[src/hdl/fslseq_pkg.sv]
// Function
// - While suspended only other-location array read, status read, resume.
// - Host holds supply and reset/power-down levels steady while suspended.
// - Lock-bit set is a setup write followed by a confirm write.
// - Host checks write/set error after a set and clears status on error.
// - Aborted clear-locks leaves bits undetermined; host must repeat it. Host only sets undet_q, cleared when a new clear-locks starts.
// - Host ignores status bits 6 to 0 while ready flag reads zero.
package fslseq_pkg;
   localparam int unsigned CLK_NS      = 10;
   localparam int unsigned T_WE_LOW_NS = 50;
   localparam int unsigned T_WE_HI_NS  = 30;
   localparam int unsigned T_OE_LOW_NS = 120;
   localparam int unsigned T_OE_HI_NS  = 30;
   localparam int unsigned WE_LOW_CYC  = (T_WE_LOW_NS + CLK_NS - 1) / CLK_NS;
   localparam int unsigned WE_HI_CYC   = (T_WE_HI_NS + CLK_NS - 1) / CLK_NS;
   localparam int unsigned OE_LOW_CYC  = (T_OE_LOW_NS + CLK_NS - 1) / CLK_NS;
   localparam int unsigned OE_HI_CYC   = (T_OE_HI_NS + CLK_NS - 1) / CLK_NS;
   localparam int unsigned CNT_MAX     = 256;

   localparam int unsigned FL_ADDR_W = 20;

   localparam logic [7:0] OFF_CTRL  = 8'h00;
   localparam logic [7:0] OFF_ADDR  = 8'h04;
   localparam logic [7:0] OFF_WDATA = 8'h08;
   localparam logic [7:0] OFF_STAT  = 8'h0C;
   localparam logic [7:0] OFF_PINS  = 8'h10;

   localparam logic [1:0] RESP_OKAY   = 2'h0;
   localparam logic [1:0] RESP_SLVERR = 2'h2;

   localparam logic [7:0] CMD_WRITE_SETUP  = 8'h40;
   localparam logic [7:0] CMD_CLEAR_STATUS = 8'h50;

   localparam int SR_READY     = 7;
   localparam int SR_PROG_SUSP = 2;
   localparam int SR_SUPPLY    = 3;
   localparam logic [7:0] SR_ERR_MASK = 8'h3A;

   // Pin control bits: reset/power-down released, override level, supply on
   localparam int PC_RP_N  = 0;
   localparam int PC_RP_HV = 1;
   localparam int PC_VPP   = 2;
   localparam logic [2:0] PINCTL_RST = 3'h1;

   typedef enum logic [3:0] {
      OP_RD_STATUS  = 4'h0,
      OP_RD_ARRAY   = 4'h1,
      OP_BYTE_WRITE = 4'h2,
      OP_SUSPEND    = 4'h3,
      OP_RESUME     = 4'h4,
      OP_SET_BLOCK  = 4'h5,
      OP_SET_MASTER = 4'h6,
      OP_CLR_LOCKS  = 4'h7,
      OP_CLR_STATUS = 4'h8,
      OP_POLL       = 4'h9
   } fslseq_op_t;

   typedef enum logic [2:0] {
      ST_IDLE    = 3'h0,
      ST_WR_LOW  = 3'h1,
      ST_WR_HIGH = 3'h2,
      ST_RD_LOW  = 3'h3,
      ST_RD_HIGH = 3'h4
   } fslseq_state_t;

   typedef enum logic [1:0] {
      STG_W1  = 2'h0,
      STG_W2  = 2'h1,
      STG_RD  = 2'h2,
      STG_CLR = 2'h3
   } fslseq_stage_t;

   typedef struct packed {
      logic [FL_ADDR_W-1:0] addr;
      logic [7:0]           dq_o;
      logic                 dq_oe;
      logic                 ce_n;
      logic                 oe_n;
      logic                 we_n;
      logic                 rp_n;
      logic                 rp_hv;
      logic                 vpp_en;
   } fslseq_pins_t;
endpackage : fslseq_pkg

[src/hdl/fslseq_host.sv]
module fslseq_host #(
   parameter logic [7:0] CMD_READ_ARRAY  = 8'h01,
   parameter logic [7:0] CMD_READ_STATUS = 8'h02,
   parameter logic [7:0] CMD_SUSPEND     = 8'h03,
   parameter logic [7:0] CMD_RESUME      = 8'h04,
   parameter logic [7:0] CMD_LOCK_SETUP  = 8'h05,
   parameter logic [7:0] CMD_SET_BLOCK   = 8'h06,
   parameter logic [7:0] CMD_SET_MASTER  = 8'h07,
   parameter logic [7:0] CMD_CLEAR_LOCKS = 8'h08
) (
   input  wire logic                   aclk,
   input  wire logic                   aresetn,
   input  wire logic                   ce,
   input  wire logic [7:0]             awaddr,
   input  wire logic                   awvalid,
   output logic                        awready,
   input  wire logic [31:0]            wdata,
   input  wire logic [3:0]             wstrb,
   input  wire logic                   wvalid,
   output logic                        wready,
   output logic [1:0]                  bresp,
   output logic                        bvalid,
   input  wire logic                   bready,
   input  wire logic [7:0]             araddr,
   input  wire logic                   arvalid,
   output logic                        arready,
   output logic [31:0]                 rdata,
   output logic [1:0]                  rresp,
   output logic                        rvalid,
   input  wire logic                   rready,
   input  wire logic [7:0]             dq_i,
   input  wire logic                   ready_busy_out,
   output fslseq_pkg::fslseq_pins_t    flash_o
);
   if (fslseq_pkg::OE_LOW_CYC > fslseq_pkg::CNT_MAX ||
       fslseq_pkg::WE_LOW_CYC > fslseq_pkg::CNT_MAX) begin : g_chk_cnt
      $error("Pulse width does not fit the cycle counter");
   end
   if (CMD_SET_BLOCK == CMD_SET_MASTER ||
       CMD_SET_BLOCK == CMD_CLEAR_LOCKS) begin : g_chk_cmd
      $error("Lock confirm codes must differ");
   end

   fslseq_pkg::fslseq_state_t state_q, state_d;
   fslseq_pkg::fslseq_stage_t stage_q, stage_d;
   fslseq_pkg::fslseq_op_t    op_q;
   fslseq_pkg::fslseq_pins_t  pins_q, pins_d;
   logic [7:0]  cnt_q, cnt_d;
   logic [19:0] addr_q, prog_addr_q;
   logic [7:0]  wdat_q, status_q, rdata_q;
   logic [2:0]  pinctl_q;
   logic        susp_q, prog_q, refused_q, undet_q;
   logic        bvalid_q, rvalid_q;
   logic [1:0]  bresp_q, rresp_q, wcnt_q;
   logic [31:0] rdata_bus_q;

   wire        busy     = state_q != fslseq_pkg::ST_IDLE;
   // Handshakes hold off while the clock enable freezes the block
   wire        wr_fire  = ce && awvalid && wvalid && !bvalid_q;
   wire        rd_fire  = ce && arvalid && !rvalid_q;
   wire [31:0] wmask    = {{8{wstrb[3]}}, {8{wstrb[2]}},
                           {8{wstrb[1]}}, {8{wstrb[0]}}};
   wire [31:0] addr_mrg = ({12'h000, addr_q} & ~wmask) | (wdata & wmask);
   wire [3:0]  req      = wdata[3:0];
   wire        hit_ctrl = wr_fire && wstrb[0] &&
                          awaddr == fslseq_pkg::OFF_CTRL;
   wire        hit_addr = wr_fire && awaddr == fslseq_pkg::OFF_ADDR && !busy;
   wire        hit_data = wr_fire && wstrb[0] && !busy &&
                          awaddr == fslseq_pkg::OFF_WDATA;
   wire        hit_pins = wr_fire && wstrb[0] &&
                          awaddr == fslseq_pkg::OFF_PINS;
   wire        wr_map   = awaddr == fslseq_pkg::OFF_CTRL ||
                          awaddr == fslseq_pkg::OFF_ADDR ||
                          awaddr == fslseq_pkg::OFF_WDATA ||
                          awaddr == fslseq_pkg::OFF_STAT ||
                          awaddr == fslseq_pkg::OFF_PINS;
   wire        rd_map   = araddr == fslseq_pkg::OFF_CTRL ||
                          araddr == fslseq_pkg::OFF_ADDR ||
                          araddr == fslseq_pkg::OFF_WDATA ||
                          araddr == fslseq_pkg::OFF_STAT ||
                          araddr == fslseq_pkg::OFF_PINS;

   wire susp_ok = req == fslseq_pkg::OP_RD_STATUS ||
                  req == fslseq_pkg::OP_POLL || req == fslseq_pkg::OP_RESUME ||
                  (req == fslseq_pkg::OP_RD_ARRAY && addr_q != prog_addr_q);
   wire idle_ok = req <= fslseq_pkg::OP_POLL &&
                  req != fslseq_pkg::OP_RESUME &&
                  (req != fslseq_pkg::OP_SUSPEND || prog_q);
   wire start   = hit_ctrl && !busy && (susp_q ? susp_ok : idle_ok);
   wire [3:0] op_n = start ? req : op_q;

   wire op_lock = op_q == fslseq_pkg::OP_SET_BLOCK ||
                  op_q == fslseq_pkg::OP_SET_MASTER ||
                  op_q == fslseq_pkg::OP_CLR_LOCKS;
   wire has_w2  = op_lock || op_q == fslseq_pkg::OP_BYTE_WRITE;
   wire do_read = op_lock || op_q == fslseq_pkg::OP_RD_STATUS ||
                  op_q == fslseq_pkg::OP_RD_ARRAY ||
                  op_q == fslseq_pkg::OP_SUSPEND || op_q == fslseq_pkg::OP_POLL;
   wire do_poll = do_read && op_q != fslseq_pkg::OP_RD_STATUS &&
                  op_q != fslseq_pkg::OP_RD_ARRAY;
   wire cnt_done   = cnt_q == 8'h00;
   wire poll_again = do_poll && !status_q[fslseq_pkg::SR_READY];
   wire want_clr   = op_lock && |(status_q & fslseq_pkg::SR_ERR_MASK);
   wire finish     = busy && state_d == fslseq_pkg::ST_IDLE;
   wire capture    = state_q == fslseq_pkg::ST_RD_LOW && cnt_done;

   wire [7:0] cmd1 =
      op_n == fslseq_pkg::OP_RD_ARRAY   ? CMD_READ_ARRAY :
      op_n == fslseq_pkg::OP_BYTE_WRITE ? fslseq_pkg::CMD_WRITE_SETUP :
      op_n == fslseq_pkg::OP_SUSPEND    ? CMD_SUSPEND :
      op_n == fslseq_pkg::OP_RESUME     ? CMD_RESUME :
      op_n == fslseq_pkg::OP_CLR_STATUS ? fslseq_pkg::CMD_CLEAR_STATUS :
      (op_n == fslseq_pkg::OP_SET_BLOCK || op_n == fslseq_pkg::OP_SET_MASTER ||
       op_n == fslseq_pkg::OP_CLR_LOCKS) ? CMD_LOCK_SETUP : CMD_READ_STATUS;
   wire [7:0] cmd2 =
      op_n == fslseq_pkg::OP_BYTE_WRITE ? wdat_q :
      op_n == fslseq_pkg::OP_SET_BLOCK  ? CMD_SET_BLOCK :
      op_n == fslseq_pkg::OP_SET_MASTER ? CMD_SET_MASTER : CMD_CLEAR_LOCKS;
   wire [7:0] cur_cmd =
      stage_d == fslseq_pkg::STG_W1 ? cmd1 :
      stage_d == fslseq_pkg::STG_W2 ? cmd2 : fslseq_pkg::CMD_CLEAR_STATUS;
   wire [7:0] cnt_ld =
      state_d == fslseq_pkg::ST_WR_LOW  ? 8'(fslseq_pkg::WE_LOW_CYC - 1) :
      state_d == fslseq_pkg::ST_WR_HIGH ? 8'(fslseq_pkg::WE_HI_CYC - 1) :
      state_d == fslseq_pkg::ST_RD_LOW  ? 8'(fslseq_pkg::OE_LOW_CYC - 1) :
      state_d == fslseq_pkg::ST_RD_HIGH ? 8'(fslseq_pkg::OE_HI_CYC - 1) :
      8'h00;

   always_comb begin
      state_d = state_q;
      stage_d = stage_q;
      unique case (state_q)
         fslseq_pkg::ST_IDLE: if (start) begin
            if (req == fslseq_pkg::OP_POLL) begin
               state_d = fslseq_pkg::ST_RD_LOW;
               stage_d = fslseq_pkg::STG_RD;
            end else begin
               state_d = fslseq_pkg::ST_WR_LOW;
               stage_d = fslseq_pkg::STG_W1;
            end
         end
         fslseq_pkg::ST_WR_LOW: if (cnt_done) begin
            state_d = fslseq_pkg::ST_WR_HIGH;
         end
         fslseq_pkg::ST_WR_HIGH: if (cnt_done) begin
            if (stage_q == fslseq_pkg::STG_W1 && has_w2) begin
               stage_d = fslseq_pkg::STG_W2;
               state_d = fslseq_pkg::ST_WR_LOW;
            end else if (stage_q != fslseq_pkg::STG_CLR && do_read) begin
               stage_d = fslseq_pkg::STG_RD;
               state_d = fslseq_pkg::ST_RD_LOW;
            end else begin
               state_d = fslseq_pkg::ST_IDLE;
            end
         end
         fslseq_pkg::ST_RD_LOW: if (cnt_done) begin
            state_d = fslseq_pkg::ST_RD_HIGH;
         end
         fslseq_pkg::ST_RD_HIGH: if (cnt_done) begin
            if (poll_again) begin
               state_d = fslseq_pkg::ST_RD_LOW;
            end else if (want_clr) begin
               stage_d = fslseq_pkg::STG_CLR;
               state_d = fslseq_pkg::ST_WR_LOW;
            end else begin
               state_d = fslseq_pkg::ST_IDLE;
            end
         end
         default: state_d = fslseq_pkg::ST_IDLE;
      endcase
   end

   assign cnt_d = (state_d != state_q) ? cnt_ld : cnt_q - 8'h01;
   assign pins_d = '{addr:   addr_q,
                     dq_o:   cur_cmd,
                     dq_oe:  state_d == fslseq_pkg::ST_WR_LOW ||
                             state_d == fslseq_pkg::ST_WR_HIGH,
                     ce_n:   state_d == fslseq_pkg::ST_IDLE,
                     oe_n:   state_d != fslseq_pkg::ST_RD_LOW,
                     we_n:   state_d != fslseq_pkg::ST_WR_LOW,
                     rp_n:   pinctl_q[fslseq_pkg::PC_RP_N],
                     rp_hv:  pinctl_q[fslseq_pkg::PC_RP_HV],
                     vpp_en: pinctl_q[fslseq_pkg::PC_VPP]};

   always_ff @(posedge aclk) begin
      if (!aresetn) begin
         state_q <= fslseq_pkg::ST_IDLE;
         stage_q <= fslseq_pkg::STG_W1;
         op_q    <= fslseq_pkg::OP_RD_STATUS;
         cnt_q   <= 8'h00;
         wcnt_q  <= 2'h0;
         pins_q  <= '{addr: 20'h0_0000, dq_o: 8'h00, dq_oe: 1'b0, ce_n: 1'b1,
                      oe_n: 1'b1, we_n: 1'b1, rp_n: 1'b1, rp_hv: 1'b0,
                      vpp_en: 1'b0};
      end else if (ce) begin
         state_q <= state_d;
         stage_q <= stage_d;
         cnt_q   <= cnt_d;
         pins_q  <= pins_d;
         if (start) begin
            op_q <= fslseq_pkg::fslseq_op_t'(req);
         end
         if (!busy) begin
            wcnt_q <= 2'h0;
         end else if (state_q == fslseq_pkg::ST_WR_LOW && cnt_done) begin
            wcnt_q <= wcnt_q + 2'h1;
         end
      end
   end

   always_ff @(posedge aclk) begin
      if (!aresetn) begin
         status_q    <= 8'h00;
         rdata_q     <= 8'h00;
         susp_q      <= 1'b0;
         prog_q      <= 1'b0;
         prog_addr_q <= 20'h0_0000;
      end else if (ce) begin
         if (capture && op_q == fslseq_pkg::OP_RD_ARRAY) begin
            rdata_q <= dq_i;
         end else if (capture && dq_i[fslseq_pkg::SR_READY]) begin
            // low bits taken only when ready
            status_q <= dq_i;
            if (!dq_i[fslseq_pkg::SR_PROG_SUSP] && !susp_q) begin
               prog_q <= 1'b0;
            end
         end else if (capture) begin
            status_q[fslseq_pkg::SR_READY] <= 1'b0;
         end
         if (finish && op_q == fslseq_pkg::OP_BYTE_WRITE) begin
            prog_q      <= 1'b1;
            prog_addr_q <= addr_q;
         end
         if (finish && op_q == fslseq_pkg::OP_SUSPEND &&
             status_q[fslseq_pkg::SR_PROG_SUSP]) begin
            susp_q <= 1'b1;
         end
         if (finish && op_q == fslseq_pkg::OP_RESUME) begin
            susp_q <= 1'b0;
         end
      end
   end

   always_ff @(posedge aclk) begin
      if (!aresetn) begin
         addr_q    <= 20'h0_0000;
         wdat_q    <= 8'h00;
         pinctl_q  <= fslseq_pkg::PINCTL_RST;
         refused_q <= 1'b0;
         undet_q   <= 1'b0;
      end else if (ce) begin
         if (hit_addr) begin
            addr_q <= addr_mrg[19:0];
         end
         if (hit_data) begin
            wdat_q <= wdata[7:0];
         end
         if (hit_pins && !susp_q) begin
            pinctl_q <= wdata[2:0];
         end
         if (start) begin
            refused_q <= 1'b0;
         end else if (hit_ctrl) begin
            refused_q <= 1'b1;
         end
         if (start && req == fslseq_pkg::OP_CLR_LOCKS) begin
            undet_q <= 1'b0;
         end else if (finish && op_q == fslseq_pkg::OP_CLR_LOCKS &&
                      status_q[fslseq_pkg::SR_SUPPLY]) begin
            undet_q <= 1'b1;
         end
         if (busy && op_q == fslseq_pkg::OP_CLR_LOCKS && hit_pins &&
             (!wdata[fslseq_pkg::PC_RP_N] || !wdata[fslseq_pkg::PC_VPP])) begin
            undet_q <= 1'b1;
         end
      end
   end

   wire [31:0] rd_mux =
      araddr == fslseq_pkg::OFF_CTRL  ? {28'h000_0000, op_q} :
      araddr == fslseq_pkg::OFF_ADDR  ? {12'h000, addr_q} :
      araddr == fslseq_pkg::OFF_WDATA ? {24'h00_0000, wdat_q} :
      araddr == fslseq_pkg::OFF_PINS  ? {29'h0000_0000, pinctl_q} :
      araddr == fslseq_pkg::OFF_STAT  ? {10'h000, prog_q, ready_busy_out,
                                         undet_q, refused_q, susp_q, busy,
                                         rdata_q, status_q} : 32'h0000_0000;

   always_ff @(posedge aclk) begin
      if (!aresetn) begin
         bvalid_q    <= 1'b0;
         bresp_q     <= fslseq_pkg::RESP_OKAY;
         rvalid_q    <= 1'b0;
         rresp_q     <= fslseq_pkg::RESP_OKAY;
         rdata_bus_q <= 32'h0000_0000;
      end else if (ce) begin
         if (wr_fire) begin
            bvalid_q <= 1'b1;
            bresp_q  <= wr_map ? fslseq_pkg::RESP_OKAY :
                                 fslseq_pkg::RESP_SLVERR;
         end else if (bready) begin
            bvalid_q <= 1'b0;
         end
         if (rd_fire) begin
            rvalid_q    <= 1'b1;
            rdata_bus_q <= rd_mux;
            rresp_q     <= rd_map ? fslseq_pkg::RESP_OKAY :
                                    fslseq_pkg::RESP_SLVERR;
         end else if (rready) begin
            rvalid_q <= 1'b0;
         end
      end
   end

   assign awready = wr_fire;
   assign wready  = wr_fire;
   assign bvalid  = bvalid_q;
   assign bresp   = bresp_q;
   assign arready = rd_fire;
   assign rvalid  = rvalid_q;
   assign rresp   = rresp_q;
   assign rdata   = rdata_bus_q;
   assign flash_o = pins_q;

   susp_refuse_a: assert property (
      @(posedge aclk) disable iff (!aresetn || !ce)
      susp_q && hit_ctrl && req == fslseq_pkg::OP_BYTE_WRITE
      |=> refused_q && state_q == fslseq_pkg::ST_IDLE)
      else $error("Write accepted while suspended");
   pins_hold_a: assert property (
      @(posedge aclk) disable iff (!aresetn || !ce)
      susp_q |=> $stable(pinctl_q))
      else $error("Pin levels changed while suspended");
   two_writes_a: assert property (
      @(posedge aclk) disable iff (!aresetn || !ce)
      state_q == fslseq_pkg::ST_RD_LOW && op_lock |-> wcnt_q == 2'h2)
      else $error("Lock sequence without setup and confirm");
   we_width_a: assert property (
      @(posedge aclk) disable iff (!aresetn || !ce)
      $fell(flash_o.we_n) |-> !flash_o.we_n [*5] ##1 flash_o.we_n)
      else $error("Write strobe width wrong");
   err_clear_a: assert property (
      @(posedge aclk) disable iff (!aresetn || !ce)
      state_q == fslseq_pkg::ST_RD_HIGH && cnt_done && want_clr && !poll_again
      |=> ##1 !flash_o.we_n && flash_o.dq_o == fslseq_pkg::CMD_CLEAR_STATUS)
      else $error("Error status not cleared");
   ready_gate_a: assert property (
      @(posedge aclk) disable iff (!aresetn || !ce)
      $changed(status_q[6:0]) |-> $past(dq_i[fslseq_pkg::SR_READY]))
      else $error("Status taken while not ready");
   susp_entry_a: assert property (
      @(posedge aclk) disable iff (!aresetn || !ce)
      $rose(susp_q) |-> $past(op_q) == fslseq_pkg::OP_SUSPEND &&
      status_q[fslseq_pkg::SR_READY] && status_q[fslseq_pkg::SR_PROG_SUSP])
      else $error("Suspend flag without suspended status");
   undet_flag_a: assert property (
      @(posedge aclk) disable iff (!aresetn || !ce)
      busy && op_q == fslseq_pkg::OP_CLR_LOCKS && hit_pins &&
      !wdata[fslseq_pkg::PC_RP_N] |=> undet_q)
      else $error("Aborted clear not flagged");
   bus_excl_a: assert property (
      @(posedge aclk) disable iff (!aresetn)
      !flash_o.oe_n |-> flash_o.we_n && !flash_o.dq_oe)
      else $error("Read and write strobes overlap");
endmodule : fslseq_host

[config.mk]
export PLATFORM = sky130hd
export DESIGN_NAME = fslseq_host
export DESIGN_NICKNAME = d
export VERILOG_FILES = /design/src/hdl/fslseq_pkg.sv /design/src/hdl/fslseq_host.sv
export SDC_FILE = /design/constraint.sdc
export NUM_CORES = 1
export LEC_CHECK = 0
export BUFFER_PORTS_ARGS = -buffer_cell sky130_fd_sc_hd__buf_2
export CAP_MARGIN = 0
export CORE_MARGIN = 1
export CORE_UTILIZATION = 50
export CTS_CLUSTER_SIZE = 24
export DETAILED_ROUTE_END_ITERATION = 6
export GPL_ROUTABILITY_DRIVEN = 0
export PLACE_DENSITY = 0.73
export SLEW_MARGIN = 30
export SYNTH_ARGS = -nofsm -noshare
export SYNTH_HDL_FRONTEND = slang
export SYNTH_SLANG_ARGS = --single-unit
[constraint.sdc]
create_clock -name aclk -period 2.7 [get_ports aclk]
set_input_delay 0.27 -clock aclk [delete_from_list [all_inputs] [get_ports aclk]]
set_output_delay 0.27 -clock aclk [all_outputs]
set_load 0.005 [all_outputs]
==> impl_metrics.csv <==
group,metric,value,unit
status,status,"complete, but fails checks",
status,violations,"negative setup slack",
synthesis,ys_ff_latch,149,
timing,hold_viol,0,
global_route,grt_pass1_wl,35270,um
clocking,ctsHtreeMaxLevel,4,
floorplanning,ios,145,
floorplanning,core,14100,um^2
global_route,antenna_found_initial,0,
synthesis,syn-cell-area,7337,um^2
clocking,clkTransAtPathRegs,70,ps
clocking,cts_tree,"built",
detailed_routing,drt_wl_total,22750,um
timing,fin_crit,2872,ps
synthesis,synth_fa_ha_area_frac,0.004434,
critical_path,slowest_delay,460,ps
timing,slew_violations,0,
final_layout,final_nets,1137,
synthesis,yosysWarnings,0,
global_route,first_global_vias,6715,
timing,max_freq,348.2,MHz
final_layout,antenna_cells,0,
final_layout,syn_to_final_growth,34.11,%
synthesis,synth_area_leaders,"dfxtp_1, mux2i_1, nor2_1",
synthesis,synth_xor_area_frac,0.02984,
synthesis,syn_inst,873,
synthesis,synth_compound_area_frac,0.1601,
synthesis,avgSynthCellArea,8.404,um^2
placed_design,post-dp-hpwl,14940,um
synthesis,synth_mux_area_frac,0.1117,
final_layout,drive_above_1_share,0.3444,
power_and_ir_drop,p_leak,0.004269,uW
critical_path,startpoint_type,"flip-flop",
floorplanning,die_x,123.1,um
critical_path,cp.required,3020,ps
placed_design,port_buffers,119,
final_layout,register_area,2988,um^2
global_route,grt_max_degree,60,
final_layout,multiInputGateArea,4358,um^2
detailed_routing,drc,0,
timing,setup_viol,37,
final_layout,fin_util,0.6980,
synthesis,seq_area_frac_synth,0.4065,
synthesis,synth_top_area_share,0.4065,
critical_path,end_kind,"flip-flop",
detailed_routing,routedWlPerCell,18.06,um
timing,fin_crit_sh,1.064,
synthesis,ys_async_sr_fraction,0,
floorplanning,initial_core_util,0.5205,
critical_path,crit_slowest_cell,"or4b_4",
placed_design,dpl-instance-area,8636,um^2
critical_path,cpLargestDelayFamily,"simple AND/OR/NAND/NOR gates",
detailed_routing,viasPerCell,5.810,
hold_path,hold_path_class,"input port to flip-flop",
floorplanning,row_count,43,
critical_path,criticalPathCategory,"flip-flop to flip-flop",
detailed_routing,ant_nets,0,
detailed_routing,routed-via-count,7320,
clocking,clk_latency,430,ps
synthesis,ys_types,80,
synthesis,synth_top_family_by_area,"simple AND/OR/NAND/NOR gates",
timing,fin_worst_skew,13.41,ps
clocking,cts-root-buf,"clkbuf_16",
timing,finalSetupTns,-3455,ps
global_route,grt-ovfl-total,0,
power_and_ir_drop,power,5908,uW
floorplanning,die_area,15160,um^2
critical_path,crit_fanout,5,
critical_path,crit_top_cell,"buf_6",
final_layout,nFillCells,1117,
clocking,numCtsBuffers,17,
critical_path,cp_num_buf_inv,6,
clocking,cts_sinks,149,
timing,slew_headroom,0.5273,
synthesis,synth_edf_count,0,
timing,rsz0062_at_grt,"true",
power_and_ir_drop,vdd_drop_max,0.5688,mV
timing,worst_hold_slack,66.16,ps
detailed_routing,drtIter0Drc,627,
synthesis,yosysTopAreaCell,"dfxtp_1",
power_and_ir_drop,pwr_density_cell,600.4,nW/um^2
clocking,cts_max_path_buffers,2,
timing,fin_ws,-172.1,ps
timing,worst_pin_slew,709.0,ps
synthesis,synthSimpleGateAreaFrac,0.2353,
critical_path,path_cells,"inv_2 -> ha_4 -> or4b_4 -> buf_6 -> nor2_4 -> buf_6 -> buf_6 -> nor2_4 -> nor4_4 -> and3_4 -> and2_4 -> nand4_4 -> buf_6 -> buf_6 -> nand3_2 -> o21ai_1",
detailed_routing,dr.pass1.iters,5,
final_layout,fin_area,9839,um^2
job,cap_violations,0,
global_route,grtUsageTotal,0.3047,
critical_path,cp.arrival,3190,ps
clocking,ctsHoldBuffers,0,
synthesis,synthFlopType,"dfxtp_1",
floorplanning,die_h,123.1,um
[cell usage after synthesis, types with 13 or more instances]
master / n
clkbuf_1: 40
a22oi_1: 19
mux2_2: 17
a21oi_1: 63
nand2_1: 100
o21ai_0: 49
inv_1: 13
nor3_1: 17
mux2i_1: 59
xnor2_1: 16
dfxtp_1: 149
nand3_1: 31
nor2_1: 106
buf_4: 13
[metrics by stage]
| step | setup WS (ps) | std cells |
|---|---|---|
| finish | -172.1 | 1260 |
| global route | -243.0 | 1260 |
| CTS | -57.50 | 1253 |
| detailed placement | -119.6 | 1206 |
| global placement | -90.93 | 1206 |
| floorplan | 6.597 | 884 |
[where the power goes]
group | internal (uW) | switching, uW | leakage, uW
Clock | 1330 | 1020 | 0.000282
Sequential | 2250 | 50.2 | 0.00121
Combinational | 628 | 625 | 0.00278
[timing repair]
item                                    in CTS  in global routing
buffers inserted                            11                  8
pin swaps                                   15                 32
cloned                                       4                  0
gates resized for setup                     46                 72
endpoints found under the setup margin      36                 42
endpoints found under the hold margin        0                  0
[worst register-to-register path: cells and delay by family (launching register included)]
kind	cells	cell delay [ps]
DFF	1	320
AOI/OAI and AO/OA	1	80
adders and majority gates	1	130
and+or+nand+nor	8	1450
buffers and inverters	6	770
[placed cells by master (no fill, tap or decap), types with 6 or more instances in the layout]
cell       instances
buf_2            120
clkbuf_16         17
nand4_1           10
dfxtp_1          145
o21ai_0           25
nand2_1           98
nand3_2           10
xnor2_1           13
nand2b_1          10
inv_1             10
or2_2              8
nor3_1            17
mux2_2            16
conb_1            12
a22oi_1           19
nor2_1           103
and2_1             6
buf_4             92
a21oi_2            7
o21ai_1           13
nor2b_1           10
nand3_1           20
xor2_1             9
a21oi_1           57
mux2i_1           59
buf_6             13
nor4_1             6
o21ai_2           11
[cell families after synthesis]
logic type      Yosys count
buf+inv                  84
fa+ha+maj                 3
simple gates            349
mux                      78
compound gates          184
flops                   149
xor+xnor                 25
other cells               1
[final cells by class]
cell class,count,area share
multi-input cells,651,0.4429
flip-flops and latches,149,0.3037
repair buffers,234,0.1662
clock buffers,20,0.04540
well taps,180,0.02289
clock inverters,12,0.01348
inverters,14,0.005468
[path summary, 6_finish.rpt]
path	startpoint	endpoint	slack, ps	cells past startpoint
setup / recovery	cnt_q[1]$_SDFFE_PN0P_	prog_addr_q[19]$_SDFFE_PN0P_	-170	16
hold / removal	wdata[11]	flip-flop	70	3
setup reg to reg	cnt_q[1]$_SDFFE_PN0P_	prog_addr_q[19]$_SDFFE_PN0P_	-170	16
hold reg to reg	flash_o[10]$_SDFFE_PN0P_	flash_o[10]$_SDFFE_PN0P_	470	2
[routing by layer]
metal  up-vias  GRT usage  routed length, um
met5         -          0                  0
met4         0     0.1047                561
met3        49    0.07242               1687
met2       326     0.4703              10590
met1      3497     0.4149               9912
li1       3448          -                  -
(Power assumes the default switching activity.)
